`config.mk`:
```
export PLATFORM = sky130hd
export DESIGN_NAME = flash_status_config_protect
export DESIGN_NICKNAME = d
export VERILOG_FILES = /design/src/flash_status_pkg.sv /design/src/flash_status_config_protect.sv
export SDC_FILE = /design/constraint.sdc
export NUM_CORES = 2
export LEC_CHECK = 0
export BUFFER_PORTS_ARGS = -buffer_cell sky130_fd_sc_hd__buf_2
export CELL_PAD_IN_SITES_DETAIL_PLACEMENT = 1
export CELL_PAD_IN_SITES_GLOBAL_PLACEMENT = 1
export CORE_MARGIN = 1
export CORE_UTILIZATION = 54
export DETAILED_ROUTE_END_ITERATION = 7
export GPL_TIMING_DRIVEN = 0
export PLACE_DENSITY = 0.82
export SYNTH_ARGS = -nofsm -noshare
export SYNTH_HDL_FRONTEND = slang
export SYNTH_SLANG_ARGS = --single-unit
```
`constraint.sdc`:
```
create_clock -name CLK_SYS -period 6.2 [get_ports CLK_SYS]
set_input_delay 0.62 -clock CLK_SYS [delete_from_list [all_inputs] [get_ports CLK_SYS]]
set_output_delay 0.62 -clock CLK_SYS [all_outputs]
set_load 0.02 [all_outputs]
```
`src/flash_status_pkg.sv`:
```
// Constants, types and command codes for the status and protection bank
//
// How it works
// RL1: Bottom select 0 top, 1 bottom
// RL2: Bottom select resets 0, status write only
// RL3: Invert bit at S14 flips protected region
// RL4: Guard bits S8, S7 choose write protection
// RL5: Guard 00: pin ignored, latch permits write
// RL6: Guard 01: pin low blocks status writes
// RL7: Guard 10: writes locked until power cycle
// RL8: Guard 11: status writes refused forever; reset clears it, as for 10
// RL9: Suspend flag S15 set 75h, cleared 7Ah
// RL10: Security lock bits set once, never cleared; reset clears them
// RL11: Quad turns protect and pause pins data
// RL12: 38h ignored unless quad is set
// RL13: In four-wire mode quad cannot clear
// RL14: Width flag reports current address width
// RL15: Power-up width used at init, 06h+11h
// RL16: Init enters width chosen at power-up
// RL17: Scheme select picks block bits or locks
// RL18: All block locks set at reset
// RL19: Drive select picks strength, default 11
// RL20: Shared pin picks pause or restart
// RL21: Reserved bits ignored on write
// RL22: Level at S5..S2, default zero
// RL23: Write latch set by 06h, cleared otherwise
// RL24: Protected erase or program is ignored
// RL25: Read-only bits ignore written data
package flash_status_pkg;

   // ------------------------------------------------------------
   // Command codes
   // ------------------------------------------------------------
   localparam logic [7:0] CMD_WREN = 8'h06;
   localparam logic [7:0] CMD_WRDI = 8'h04;
   localparam logic [7:0] CMD_RDSR1 = 8'h05;
   localparam logic [7:0] CMD_RDSR2 = 8'h35;
   localparam logic [7:0] CMD_RDSR3 = 8'h15;
   localparam logic [7:0] CMD_WRSR1 = 8'h01;
   localparam logic [7:0] CMD_WRSR2 = 8'h31;
   localparam logic [7:0] CMD_WRSR3 = 8'h11;
   localparam logic [7:0] CMD_SUSPEND = 8'h75;
   localparam logic [7:0] CMD_RESUME = 8'h7A;
   localparam logic [7:0] CMD_ENTER_4W = 8'h38;
   localparam logic [7:0] CMD_EXIT_4W = 8'hFF;
   localparam logic [7:0] CMD_ENTER_4B = 8'hB7;
   localparam logic [7:0] CMD_EXIT_4B = 8'hE9;
   localparam logic [7:0] CMD_BLK_LOCK = 8'h36;
   localparam logic [7:0] CMD_BLK_UNLOCK = 8'h39;

   // ------------------------------------------------------------
   // Sizes, field positions and reset values
   // ------------------------------------------------------------
   localparam int BLOCKS = 512;
   localparam int BLK_W = 9;
   localparam logic [3:0] LEVEL_ALL = 4'hA;
   localparam logic [BLK_W-1:0] BLK_TOP = 9'h1FF;
   localparam logic [1:0] BYTES_CMD = 2'h1;
   localparam logic [1:0] BYTES_WR = 2'h2;
   localparam logic [1:0] BYTES_LOCK = 2'h3;
   localparam logic [2:0] BIT_LAST = 3'h7;
   // Synchroniser idle: CS high, clock low, data low, WP and HOLD high
   localparam logic [4:0] PIN_IDLE = 5'h19;
   localparam int PIN_CS = 0;
   localparam int PIN_SCLK = 1;
   localparam int PIN_DI = 2;
   localparam int PIN_WP = 3;
   localparam int PIN_HOLD = 4;
   localparam logic [3:0] BP_RST = 4'h0;
   localparam logic [2:0] LB_RST = 3'h0;
   localparam logic [1:0] DRV_RST = 2'h3;

   // ------------------------------------------------------------
   // Types
   // ------------------------------------------------------------
   typedef enum logic [1:0] {
      ST_IDLE = 2'h0,
      ST_CMD = 2'h1,
      ST_DATA = 2'h3
   } link_state_e;

   typedef enum logic [1:0] {
      PIN_PAUSE = 2'h0,
      PIN_RESTART = 2'h1,
      PIN_DATA = 2'h2
   } pin_func_e;

   // Configuration bits held by the bank
   typedef struct packed {
      logic guard_hi;
      logic guard_lo;
      logic bottom;
      logic [3:0] bp;
      logic invert;
      logic [2:0] lb;
      logic quad;
      logic pwr_wide;
      logic scheme;
      logic [1:0] drv;
      logic hold_sel;
   } cfg_s;

   localparam cfg_s CFG_RST = '{guard_hi: 1'b0, guard_lo: 1'b0, bottom: 1'b0, bp: BP_RST,
      invert: 1'b0, lb: LB_RST, quad: 1'b0, pwr_wide: 1'b0, scheme: 1'b0, drv: DRV_RST,
      hold_sel: 1'b0};

endpackage : flash_status_pkg

```
`src/flash_status_config_protect.sv`:
```
// Status and configuration bank with protection decisions, serial access
`timescale 1ns/10ps
module flash_status_config_protect
   import flash_status_pkg::*;
(
   input wire logic CLK_SYS,
   input wire logic RST_B,
   input wire logic CE,
   input wire logic CS_N,
   input wire logic SCLK,
   input wire logic DI,
   input wire logic WP_IO2_IN,
   input wire logic HOLD_IO3_IN,
   output logic DO,
   output logic DO_OE,
   input wire logic OP_REQ,
   input wire logic [BLK_W-1:0] OP_BLOCK,
   output logic OP_DONE,
   output logic OP_ALLOWED,
   output logic [1:0] DRIVE_STRENGTH,
   output pin_func_e PIN3_FUNC,
   output logic WP_PIN_ACTIVE,
   output logic FOUR_WIRE_MODE,
   output logic ADDR_4BYTE
);

   // ------------------------------------------------------------
   // Pin synchronisers and edge detection
   // ------------------------------------------------------------
   logic [4:0] sync1_reg;
   logic [4:0] sync2_reg;
   logic [4:0] prev_reg;

   // Two flops per pin, then one more for edges
   always_ff @(posedge CLK_SYS) begin
      if (!RST_B) begin
         sync1_reg <= PIN_IDLE;
         sync2_reg <= PIN_IDLE;
         prev_reg <= PIN_IDLE;
      end else if (CE) begin
         sync1_reg <= {HOLD_IO3_IN, WP_IO2_IN, DI, SCLK, CS_N};
         sync2_reg <= sync1_reg;
         prev_reg <= sync2_reg;
      end
   end

   cfg_s cfg_reg;
   cfg_s cfg_next;
   logic wr_en_reg;
   logic wr_en_next;
   logic susp_reg;
   logic susp_next;
   logic four_w_reg;
   logic four_w_next;
   logic wide_reg;
   logic wide_next;

   wire cs_low = ~sync2_reg[PIN_CS];
   wire hold_low = ~sync2_reg[PIN_HOLD];
   // Shared pin works as pause or restart only without quad
   wire pause = CE & ~cfg_reg.quad & ~cfg_reg.hold_sel & hold_low & cs_low; // [RL20]
   wire restart = CE & ~cfg_reg.quad & cfg_reg.hold_sel & hold_low; // [RL20]
   wire edge_ok = CE & cs_low & ~pause;
   wire sclk_rise = edge_ok & sync2_reg[PIN_SCLK] & ~prev_reg[PIN_SCLK];
   wire sclk_fall = edge_ok & ~sync2_reg[PIN_SCLK] & prev_reg[PIN_SCLK];
   wire cs_rise = CE & sync2_reg[PIN_CS] & ~prev_reg[PIN_CS] & ~restart;

   // ------------------------------------------------------------
   // Serial byte capture and link state
   // ------------------------------------------------------------
   link_state_e state_reg;
   link_state_e state_next;
   logic [2:0] bit_cnt_reg;
   logic [1:0] byte_cnt_reg;
   logic [6:0] shift_reg;
   logic [7:0] cmd_reg;
   logic [7:0] d1_reg;
   logic [7:0] d2_reg;
   logic [7:0] tx_reg;

   wire rx_done = sclk_rise & (bit_cnt_reg == BIT_LAST);
   wire [7:0] rx_byte = {shift_reg, sync2_reg[PIN_DI]};
   wire [1:0] byte_cnt_inc = (byte_cnt_reg == BYTES_LOCK) ? byte_cnt_reg
                             : byte_cnt_reg + 2'h1;

   // Link state: idle, command byte, data bytes
   always_comb begin
      state_next = state_reg;
      unique case (state_reg)
         ST_IDLE: if (cs_low) state_next = ST_CMD;
         ST_CMD: if (!cs_low) state_next = ST_IDLE;
                 else if (rx_done) state_next = ST_DATA;
         ST_DATA: if (!cs_low) state_next = ST_IDLE;
      endcase
   end

   // Shift in MSB first on rising clock edges
   always_ff @(posedge CLK_SYS) begin
      if (!RST_B || restart) begin
         state_reg <= ST_IDLE;
         bit_cnt_reg <= 3'h0;
         byte_cnt_reg <= 2'h0;
         shift_reg <= 7'h00;
      end else if (CE) begin
         state_reg <= state_next;
         if (!cs_low) begin
            bit_cnt_reg <= 3'h0;
            byte_cnt_reg <= 2'h0;
         end else if (sclk_rise) begin
            bit_cnt_reg <= bit_cnt_reg + 3'h1;
            shift_reg <= rx_byte[6:0];
            if (rx_done) byte_cnt_reg <= byte_cnt_inc;
         end
      end
   end

   // Hold command and up to two data bytes
   always_ff @(posedge CLK_SYS) begin
      if (!RST_B) begin
         cmd_reg <= 8'h00;
         d1_reg <= 8'h00;
         d2_reg <= 8'h00;
      end else if (CE && rx_done) begin
         if (byte_cnt_reg == 2'h0) cmd_reg <= rx_byte;
         if (byte_cnt_reg == BYTES_CMD) d1_reg <= rx_byte;
         if (byte_cnt_reg == BYTES_WR) d2_reg <= rx_byte;
      end
   end

   // ------------------------------------------------------------
   // Status images and read-out
   // ------------------------------------------------------------
   // Read-only and reserved positions come from state, not writes
   wire [7:0] sr1 = {cfg_reg.guard_lo, cfg_reg.bottom, cfg_reg.bp, wr_en_reg, 1'b0};
   wire [7:0] sr2 = {susp_reg, cfg_reg.invert, cfg_reg.lb, 1'b0, cfg_reg.quad,
                     cfg_reg.guard_hi};
   wire [7:0] sr3 = {cfg_reg.hold_sel, cfg_reg.drv, 2'b00, cfg_reg.scheme, cfg_reg.pwr_wide,
                     wide_reg}; // [RL14]
   wire is_read = (cmd_reg == CMD_RDSR1) | (cmd_reg == CMD_RDSR2) | (cmd_reg == CMD_RDSR3);
   wire [7:0] rd_sel = (rx_byte == CMD_RDSR1) ? sr1
                       : (rx_byte == CMD_RDSR2) ? sr2 : sr3;

   // Load image at command end, shift out on falling edges
   always_ff @(posedge CLK_SYS) begin
      if (!RST_B) begin
         tx_reg <= 8'h00;
         DO <= 1'b0;
      end else if (CE) begin
         if (rx_done && byte_cnt_reg == 2'h0) begin
            tx_reg <= rd_sel;
         end else if (sclk_fall && state_reg == ST_DATA) begin
            DO <= tx_reg[7];
            tx_reg <= {tx_reg[6:0], tx_reg[7]};
         end
      end
   end

   assign DO_OE = (state_reg == ST_DATA) & is_read & cs_low & ~pause;

   // ------------------------------------------------------------
   // Command execution at chip-select release
   // ------------------------------------------------------------
   wire exec1 = cs_rise & (byte_cnt_reg == BYTES_CMD);
   wire exec2 = cs_rise & (byte_cnt_reg == BYTES_WR);
   wire exec3 = cs_rise & (byte_cnt_reg == BYTES_LOCK);
   wire is_wrsr = (cmd_reg == CMD_WRSR1) | (cmd_reg == CMD_WRSR2) | (cmd_reg == CMD_WRSR3);
   // Pin counts only while it is not a data line
   wire wp_high = cfg_reg.quad | sync2_reg[PIN_WP]; // [RL11]
   wire srp_ok = ({cfg_reg.guard_hi, cfg_reg.guard_lo} == 2'b00) // [RL5]
               | (({cfg_reg.guard_hi, cfg_reg.guard_lo} == 2'b01) & wp_high); // [RL6] [RL7] [RL8]
   wire wr_accept = wr_en_reg & srp_ok;
   wire op_req = CE & OP_REQ;

   // Next values of the bank
   always_comb begin
      cfg_next = cfg_reg;
      wr_en_next = wr_en_reg;
      susp_next = susp_reg;
      four_w_next = four_w_reg;
      wide_next = wide_reg;
      if (restart) begin
         wr_en_next = 1'b0;
         susp_next = 1'b0;
         four_w_next = 1'b0;
         wide_next = cfg_reg.pwr_wide; // [RL15] [RL16]
      end else begin
         if (op_req) wr_en_next = 1'b0; // [RL23]
         if (exec1) begin
            if (cmd_reg == CMD_WREN) wr_en_next = 1'b1; // [RL23]
            if (cmd_reg == CMD_WRDI) wr_en_next = 1'b0;
            if (cmd_reg == CMD_SUSPEND) susp_next = 1'b1; // [RL9]
            if (cmd_reg == CMD_RESUME) susp_next = 1'b0; // [RL9]
            if (cmd_reg == CMD_ENTER_4W && cfg_reg.quad) four_w_next = 1'b1; // [RL12]
            if (cmd_reg == CMD_EXIT_4W) four_w_next = 1'b0;
            if (cmd_reg == CMD_ENTER_4B) wide_next = 1'b1; // [RL14]
            if (cmd_reg == CMD_EXIT_4B) wide_next = 1'b0;
         end
         if (exec2 && is_wrsr) begin
            wr_en_next = 1'b0; // [RL23]
            if (wr_accept && cmd_reg == CMD_WRSR1) begin
               cfg_next.guard_lo = d1_reg[7]; // [RL4]
               cfg_next.bottom = d1_reg[6]; // [RL2]
               cfg_next.bp = d1_reg[5:2]; // [RL22] [RL25]
            end
            if (wr_accept && cmd_reg == CMD_WRSR2) begin
               cfg_next.guard_hi = d1_reg[0]; // [RL4]
               cfg_next.quad = d1_reg[1] | (four_w_reg & cfg_reg.quad); // [RL13]
               cfg_next.lb = cfg_reg.lb | d1_reg[5:3]; // [RL10]
               cfg_next.invert = d1_reg[6]; // [RL3] [RL21] [RL25]
            end
            if (wr_accept && cmd_reg == CMD_WRSR3) begin
               cfg_next.pwr_wide = d1_reg[1]; // [RL15]
               cfg_next.scheme = d1_reg[2]; // [RL17]
               cfg_next.drv = d1_reg[6:5]; // [RL19]
               cfg_next.hold_sel = d1_reg[7]; // [RL20] [RL21] [RL25]
            end
         end
      end
   end

   // Bank storage; power-on loads factory defaults
   always_ff @(posedge CLK_SYS) begin
      if (!RST_B) begin
         cfg_reg <= CFG_RST; // [RL2] [RL7]
         wr_en_reg <= 1'b0;
         susp_reg <= 1'b0;
         four_w_reg <= 1'b0;
         wide_reg <= 1'b0;
      end else if (CE) begin
         cfg_reg <= cfg_next;
         wr_en_reg <= wr_en_next;
         susp_reg <= susp_next;
         four_w_reg <= four_w_next;
         wide_reg <= wide_next;
      end
   end

   // ------------------------------------------------------------
   // Individual block locks
   // ------------------------------------------------------------
   logic [BLOCKS-1:0] lock_reg;
   wire [BLK_W-1:0] lock_idx = {d1_reg[0], d2_reg};
   wire lock_wr = exec3 & ((cmd_reg == CMD_BLK_LOCK) | (cmd_reg == CMD_BLK_UNLOCK));

   // One lock flop per block, all set at reset and restart
   for (genvar i = 0; i < BLOCKS; i++) begin : g_lock
      always_ff @(posedge CLK_SYS) begin
         if (!RST_B || restart) begin
            lock_reg[i] <= 1'b1; // [RL18]
         end else if (CE && lock_wr && lock_idx == BLK_W'(i)) begin
            lock_reg[i] <= (cmd_reg == CMD_BLK_LOCK);
         end
      end
   end

   // ------------------------------------------------------------
   // Array protection decision
   // ------------------------------------------------------------
   wire [3:0] lvl = cfg_reg.bp;
   wire [3:0] span_sh = lvl - 4'h1;
   wire [BLK_W-1:0] blk_hi = OP_BLOCK >> span_sh;
   wire in_top = blk_hi == (BLK_TOP >> span_sh);
   wire in_bot = blk_hi == '0;
   wire region = (lvl == 4'h0) ? 1'b0
                 : (lvl >= LEVEL_ALL) ? 1'b1
                 : (cfg_reg.bottom ? in_bot : in_top); // [RL1] [RL22]
   wire bp_prot = region ^ cfg_reg.invert; // [RL3]
   wire prot = cfg_reg.scheme ? lock_reg[OP_BLOCK] : bp_prot; // [RL17]

   // Erase or program request answered the next cycle
   always_ff @(posedge CLK_SYS) begin
      if (!RST_B) begin
         OP_DONE <= 1'b0;
         OP_ALLOWED <= 1'b0;
      end else if (CE) begin
         OP_DONE <= OP_REQ;
         if (OP_REQ) OP_ALLOWED <= wr_en_reg & ~prot; // [RL24]
      end
   end

   // Pin roles and status outputs
   assign DRIVE_STRENGTH = cfg_reg.drv; // [RL19]
   assign PIN3_FUNC = cfg_reg.quad ? PIN_DATA : (cfg_reg.hold_sel ? PIN_RESTART : PIN_PAUSE);
   assign WP_PIN_ACTIVE = ~cfg_reg.quad; // [RL11]
   assign FOUR_WIRE_MODE = four_w_reg;
   assign ADDR_4BYTE = wide_reg;
endmodule : flash_status_config_protect

```
Word-level counts from Yosys, hierarchy flattened

Cells that the tools add are included.

Add/sub/neg operators: 3
Magnitude comparators: 2
Eq/ne operators: 541
Shift operators: 2
Mux-type cells: 41
Bitwise operators: 49
Reductions and logical operators: 552

Operators by type and width:

| operator                                                               | count |
|---|---|
| 9-bit equality test (second input constant)                            | 256 |
| 9-bit by 8-bit equality test with 1-bit output (second input constant) | 128 |
| 9-bit by 7-bit equality test with 1-bit output (second input constant) | 64 |
| 1-bit logical AND                                                      | 521 |
| 9-bit by 6-bit equality test with 1-bit output (second input constant) | 32 |
| 9-bit by 5-bit equality test with 1-bit output (second input constant) | 16 |
| 9-bit by 4-bit equality test with 1-bit output (second input constant) | 8 |
| 8-bit by 6-bit equality test with 1-bit output (second input constant) | 6 |
| 9-bit by 3-bit equality test with 1-bit output (second input constant) | 4 |
| 8-bit by 3-bit equality test with 1-bit output (second input constant) | 4 |
| 8-bit 2-to-1 mux                                                       | 4 |
| 1-bit bitwise AND                                                      | 28 |
| 8-bit equality test (second input constant)                            | 3 |
| 1-bit 2-to-1 mux                                                       | 24 |
| 4-bit AND reduction                                                    | 5 |
| 9-bit by 2-bit equality test with 1-bit output (second input constant) | 2 |
| 9-bit zero test                                                        | 2 |
| 2-bit 2-to-1 mux                                                       | 9 |
| 8-bit by 5-bit equality test with 1-bit output (second input constant) | 2 |
| 8-bit by 7-bit equality test with 1-bit output (second input constant) | 2 |
| 3-bit AND reduction                                                    | 5 |
| 2-bit AND reduction                                                    | 6 |
| 1-bit inverter                                                         | 11 |
| 9-bit by 10-bit < comparator with 1-bit output (second input constant) | 1 |
| 26 further kinds                                                       | 47 |

Register bits: 594
Input port bits: 18
Output and inout port bits: 11
Logic and storage cells: 1731

Logic depth before layout (Yosys ltp)

Depth in word-level cells: 13
Gate-level depth with buffers: 13

Worst setup path after synthesis

Ideal clock, no wire load.

Kind: flip-flop to flip-flop
From: register cfg_reg (netlist bit lvl[0])
To: register OP_ALLOWED
Library setup time: 86 ps
Arrival time: 2721 ps
Data required time: 6114 ps
Path slack: 3394 ps
Stages on the path, launching flop included: 13
Cells stage by stage: dfxtp_1 -> clkinv_1 -> ha_1 -> inv_1 -> ha_1 -> clkbuf_1 -> mux4_2 -> a21oi_1 -> o32ai_1 -> a41oi_1 -> o22ai_1 -> xor2_1 -> a211oi_1

Longest elaborated chain between the ends: 10

RTL lines:

| item                                                           | line                                                                   | source |
|---|---|---|
| start: declaration                                             | flash_status_config_protect.sv:47                                      | `cfg_s cfg_reg;` |
| start signal: assignment                                       | flash_status_config_protect.sv:230                                     | `cfg_reg <= cfg_next;` |
| 4-bit by 1-bit subtractor with 4-bit output                    | flash_status_config_protect.sv:260                                     | `wire [3:0] span_sh = lvl - 4'h1;` |
| 9-bit by 4-bit >> shifter with 9-bit output (on tied branches) | flash_status_config_protect.sv:261, flash_status_config_protect.sv:262 |  |
| 9-bit equality test / 9-bit zero test (equally long branches)  | flash_status_config_protect.sv:262, flash_status_config_protect.sv:263 |  |
| 1-bit 2-to-1 mux                                               | flash_status_config_protect.sv:266                                     | `: (cfg_reg.bottom ? in_bot : in_top);` |
| 1-bit 2-to-1 mux                                               | flash_status_config_protect.sv:265                                     | `: (lvl >= LEVEL_ALL) ? 1'b1` |
| 1-bit 2-to-1 mux *                                             | flash_status_config_protect.sv:264                                     | `wire region = (lvl == 4'h0) ? 1'b0` |
| 1-bit bitwise XOR *                                            | flash_status_config_protect.sv:267                                     | `wire bp_prot = region ^ cfg_reg.invert;` |
| 1-bit 2-to-1 mux *                                             | flash_status_config_protect.sv:268                                     | `wire prot = cfg_reg.scheme ? lock_reg[OP_BLOCK] : bp_prot;` |
| 1-bit inverter *                                               | flash_status_config_protect.sv:277                                     | `if (OP_REQ) OP_ALLOWED <= wr_en_reg & ~prot;` |
| 1-bit bitwise AND *                                            | flash_status_config_protect.sv:277                                     |  |
| end signal: assignment                                         | flash_status_config_protect.sv:277                                     |  |
| end: declaration                                               | flash_status_config_protect.sv:19                                      | `output logic OP_ALLOWED,` |

Mark *: on every way between the ends. The rest lies on a longest branch, timed or not.
A chain may end at the register's enable or synchronous reset.

Worst setup path in the final report

From: register sync2_reg[0]
To: register lock_reg[152]

Longest elaborated chain between the ends: 7

RTL lines:

| item                           | line                               | source |
|---|---|---|
| start: declaration             | flash_status_config_protect.sv:31  | `logic [4:0] sync2_reg;` |
| start signal: assignment       | flash_status_config_protect.sv:42  | `sync2_reg <= sync1_reg;` |
| 1-bit bitwise AND (3 in a row) | flash_status_config_protect.sv:66  | `wire cs_rise = CE & sync2_reg[PIN_CS] & ~prev_reg[PIN_CS] & ~restart;` |
| 1-bit bitwise AND              | flash_status_config_protect.sv:165 | `wire exec3 = cs_rise & (byte_cnt_reg == BYTES_LOCK);` |
| 1-bit bitwise AND              | flash_status_config_protect.sv:243 | `wire lock_wr = exec3 & ((cmd_reg == CMD_BLK_LOCK) \| (cmd_reg == CMD_BLK_UNLOCK));` |
| 1-bit logical AND (2 in a row) | flash_status_config_protect.sv:250 | `end else if (CE && lock_wr && lock_idx == BLK_W'(i)) begin` |
| end signal: indexed assignment | flash_status_config_protect.sv:251 | `lock_reg[i] <= (cmd_reg == CMD_BLK_LOCK);` |
| end: declaration               | flash_status_config_protect.sv:241 | `logic [BLOCKS-1:0] lock_reg;` |

Every way passes these cells.

==> impl_metrics.yaml <==
placed_design:
  io_buffers: 24
  globalplace.congestion: 1.084
  hpwlAfterDp_um: 101800
sta:
  fin_crit_sh_pct: 76.65
  finalSetupTns_ns: 0
  hold_viol_final: 0
  rsz0062_at_grt: "no"
  fin_skew_ns: 0.02613
  setup_viol: 0
  worst_slew_pin_slew_ns: 1.731
  fin_crit_ns: 4.752
  fmax_mhz: 210.4
  hold_slack_ns: 0.2217
  relSlewSlack_pct: -15.41
  report.final.slew_viol_count: 45
run_status:
  violations: "design-rule violations, max-capacitance violations, max-slew violations"
  status: "complete, but fails checks"
floorplan:
  die_area_um2: 51640
  die_height_um: 227.2
  fp.coreArea_um2: 50070
  start_util_pct: 54.72
  io-pin-count: 29
  chipWidth_um: 227.2
  num_rows: 82
synthesis:
  ys_seq_elements: 594
  yosys-top-cells-count: "dfxtp_1, o21ai_0, o311ai_0, clkbuf_1, nand2_1"
  synth.most_common_cell: "dfxtp_1"
  async_flop_share_pct: 0
  syn_nets: 2859
  synth.top_cell.area_share_pct: 43.41
  yosys.area.top_type: "dfxtp_1"
  synth_edf_count: 0
  synth_area_leaders: "dfxtp_1, o311ai_0, o21ai_0"
  synthAdderAreaFrac_pct: 0.5024
  yosysSeqAreaShare_pct: 43.41
  syn_area_per_cell_um2: 9.680
  synthCells: 2830
  synthMuxAreaShare_pct: 12.70
  synth_compound_area_share_pct: 30.67
  synth-simple-area-share_pct: 6.289
  synth_warnings: 0
  ys.flop_type: "dfxtp_1"
  yosys.area_share.xor_xnor_pct: 0.1279
  synthesis.area_um2: 27400
  synth_top_family_by_area: "compound AO/OA/AOI/OAI gates"
  ys_types: 69
global_route:
  grt_pass1_wl_um: 208900
  grt_max_degree: 14
  grt_overflow: 0
  antenna_found_initial: 20
  grt_pass1_vias: 29400
  track_usage_pct: 57.55
worst_setup_path:
  required_ns: 6.67
  worst-endpoint-arrival_ns: 5.23
  cpMaxStageDelayCell: "nor2_1"
  start_kind: "flop"
  crit_top_cell: "nand2_1"
  critical_path_class: "reg2reg"
  cp_max_fo: 10
  slowest_delay_ns: 1.10
  cp-end-kind: "flop"
  cp_cell_sequence: "nand2_1, nor3_1, and4b_1, nand2b_1, nor2_1, nand2_1, clkbuf_1, o311ai_0"
clocking:
  cts_buffers: 66
  path_clk_slew_ns: 0.06
  cts_setup_buffers: 0
  ctsRootBufferMaster: "clkbuf_16"
  cts_hold_buf: 0
  cts-htree-levels: 3
  numClockSinks: 594
  cts_tree: "done"
  clk_latency_ns: 0.65
  cts_buffer_depth: 3
  ctsResizeCount: 0
routing:
  vias: 30330
  drt_iter0_markers: 5297
  finalWirelength_um: 150600
  drt_pre_antenna_iters: 8
  wl_per_cell_um: 41.24
  ant_nets: 0
  drcViolationCount: 1
  viasPerCell: 8.306
final_layout:
  largest_register_ffs: 512
  area_growth_pct: 11.69
  drive_gt1_share_pct: 9.222
  fin_nets: 2952
power:
  p_per_area_nw_per_um2: 274.1
  vdd_drop_max_mv: 0.2167
  p_leak_nw: 9.569
min_path:
  hp-class: "in2reg"
job:
  max_cap_viol_count: 4
[kinds of logic after synthesis]
family	Yosys count
AOI/OAI and AO/OA	1224
DFF	594
buffers and inverters	418
and+or+nand+nor	359
muxes	220
adders and majority gates	11
xor gates and xnor gates	4
[worst max-delay path, delay by kind of cell (launching register included)]
family                 cells  cell delay [ns]
AOI/OAI and AO/OA          1             0.65
DFF                        1             0.44
buffers and inverters      1             0.59
and+or+nand+nor            6             2.90
[report_power, final]
part	switching, mW	internal, mW	total (mW)
sequential	0.00384	3.82	3.82
clock	1.73	2.40	4.13
combinational	0.335	0.0965	0.432
[placed cells by master (no fill, tap or decap), types with 36 or more instances in the layout]
cell type and n:
dfxtp_1 594, o21ai_0 526, o311ai_0 504, clkbuf_1 316, nand2_1 140, mux2i_1 111, mux4_2 92, clkbuf_16 71
a21oi_1 61, nor2_1 59, buf_1 57, nand3_1 47, buf_2 43, a22oi_1 36
[cell type report]
cell class	instances	area, µm²
Inverter	21	78.83
Sequential cell	594	11890
Buffer	397	1649
Clock inverter	17	193.9
Antenna cell	9	22.52
Fill cell	5695	19470
Clock buffer	99	2002
Timing Repair Buffer	25	135.1
Tap cell	672	840.8
Multi-Input combinational cell	1818	13780
[stage by stage]
step / utilization (%) / worst slack, ns / power (mW) / std cells / cell area [µm²]
after floorplan: - / 3.394 / 4.103 / 2830 / 27400
after global placement: 56.63 / 1.378 / 4.283 / 3526 / 28360
after detailed placement: 56.68 / 1.438 / 4.290 / 3527 / 28380
after CTS: 61.07 / 2.065 / 8.266 / 3643 / 30570
after global routing: 61.07 / 1.588 / 8.441 / 3644 / 30580
final: 61.11 / 1.448 / 8.388 / 3652 / 30600
[worst paths after layout]
path                      from       endpoint  slack, ns  cells past startpoint
setup / recovery  sync2_reg[0]  lock_reg[152]       1.45                      8
hold reg to reg     cfg_reg[6]     cfg_reg[6]       0.47                      2
hold / removal            CS_N   sync1_reg[0]       0.22                      3
setup reg to reg  sync2_reg[0]  lock_reg[152]       1.45                      8
[metal layers]
layer,vias up,global-route usage (%),part of all wire (%)
li1,11440,-,-
met1,14870,66.27,34
met2,2980,77.04,39
met3,1022,32.63,17
met4,16,46.35,9.6
met5,-,1.898,0.13
(Power assumes the default switching activity.)
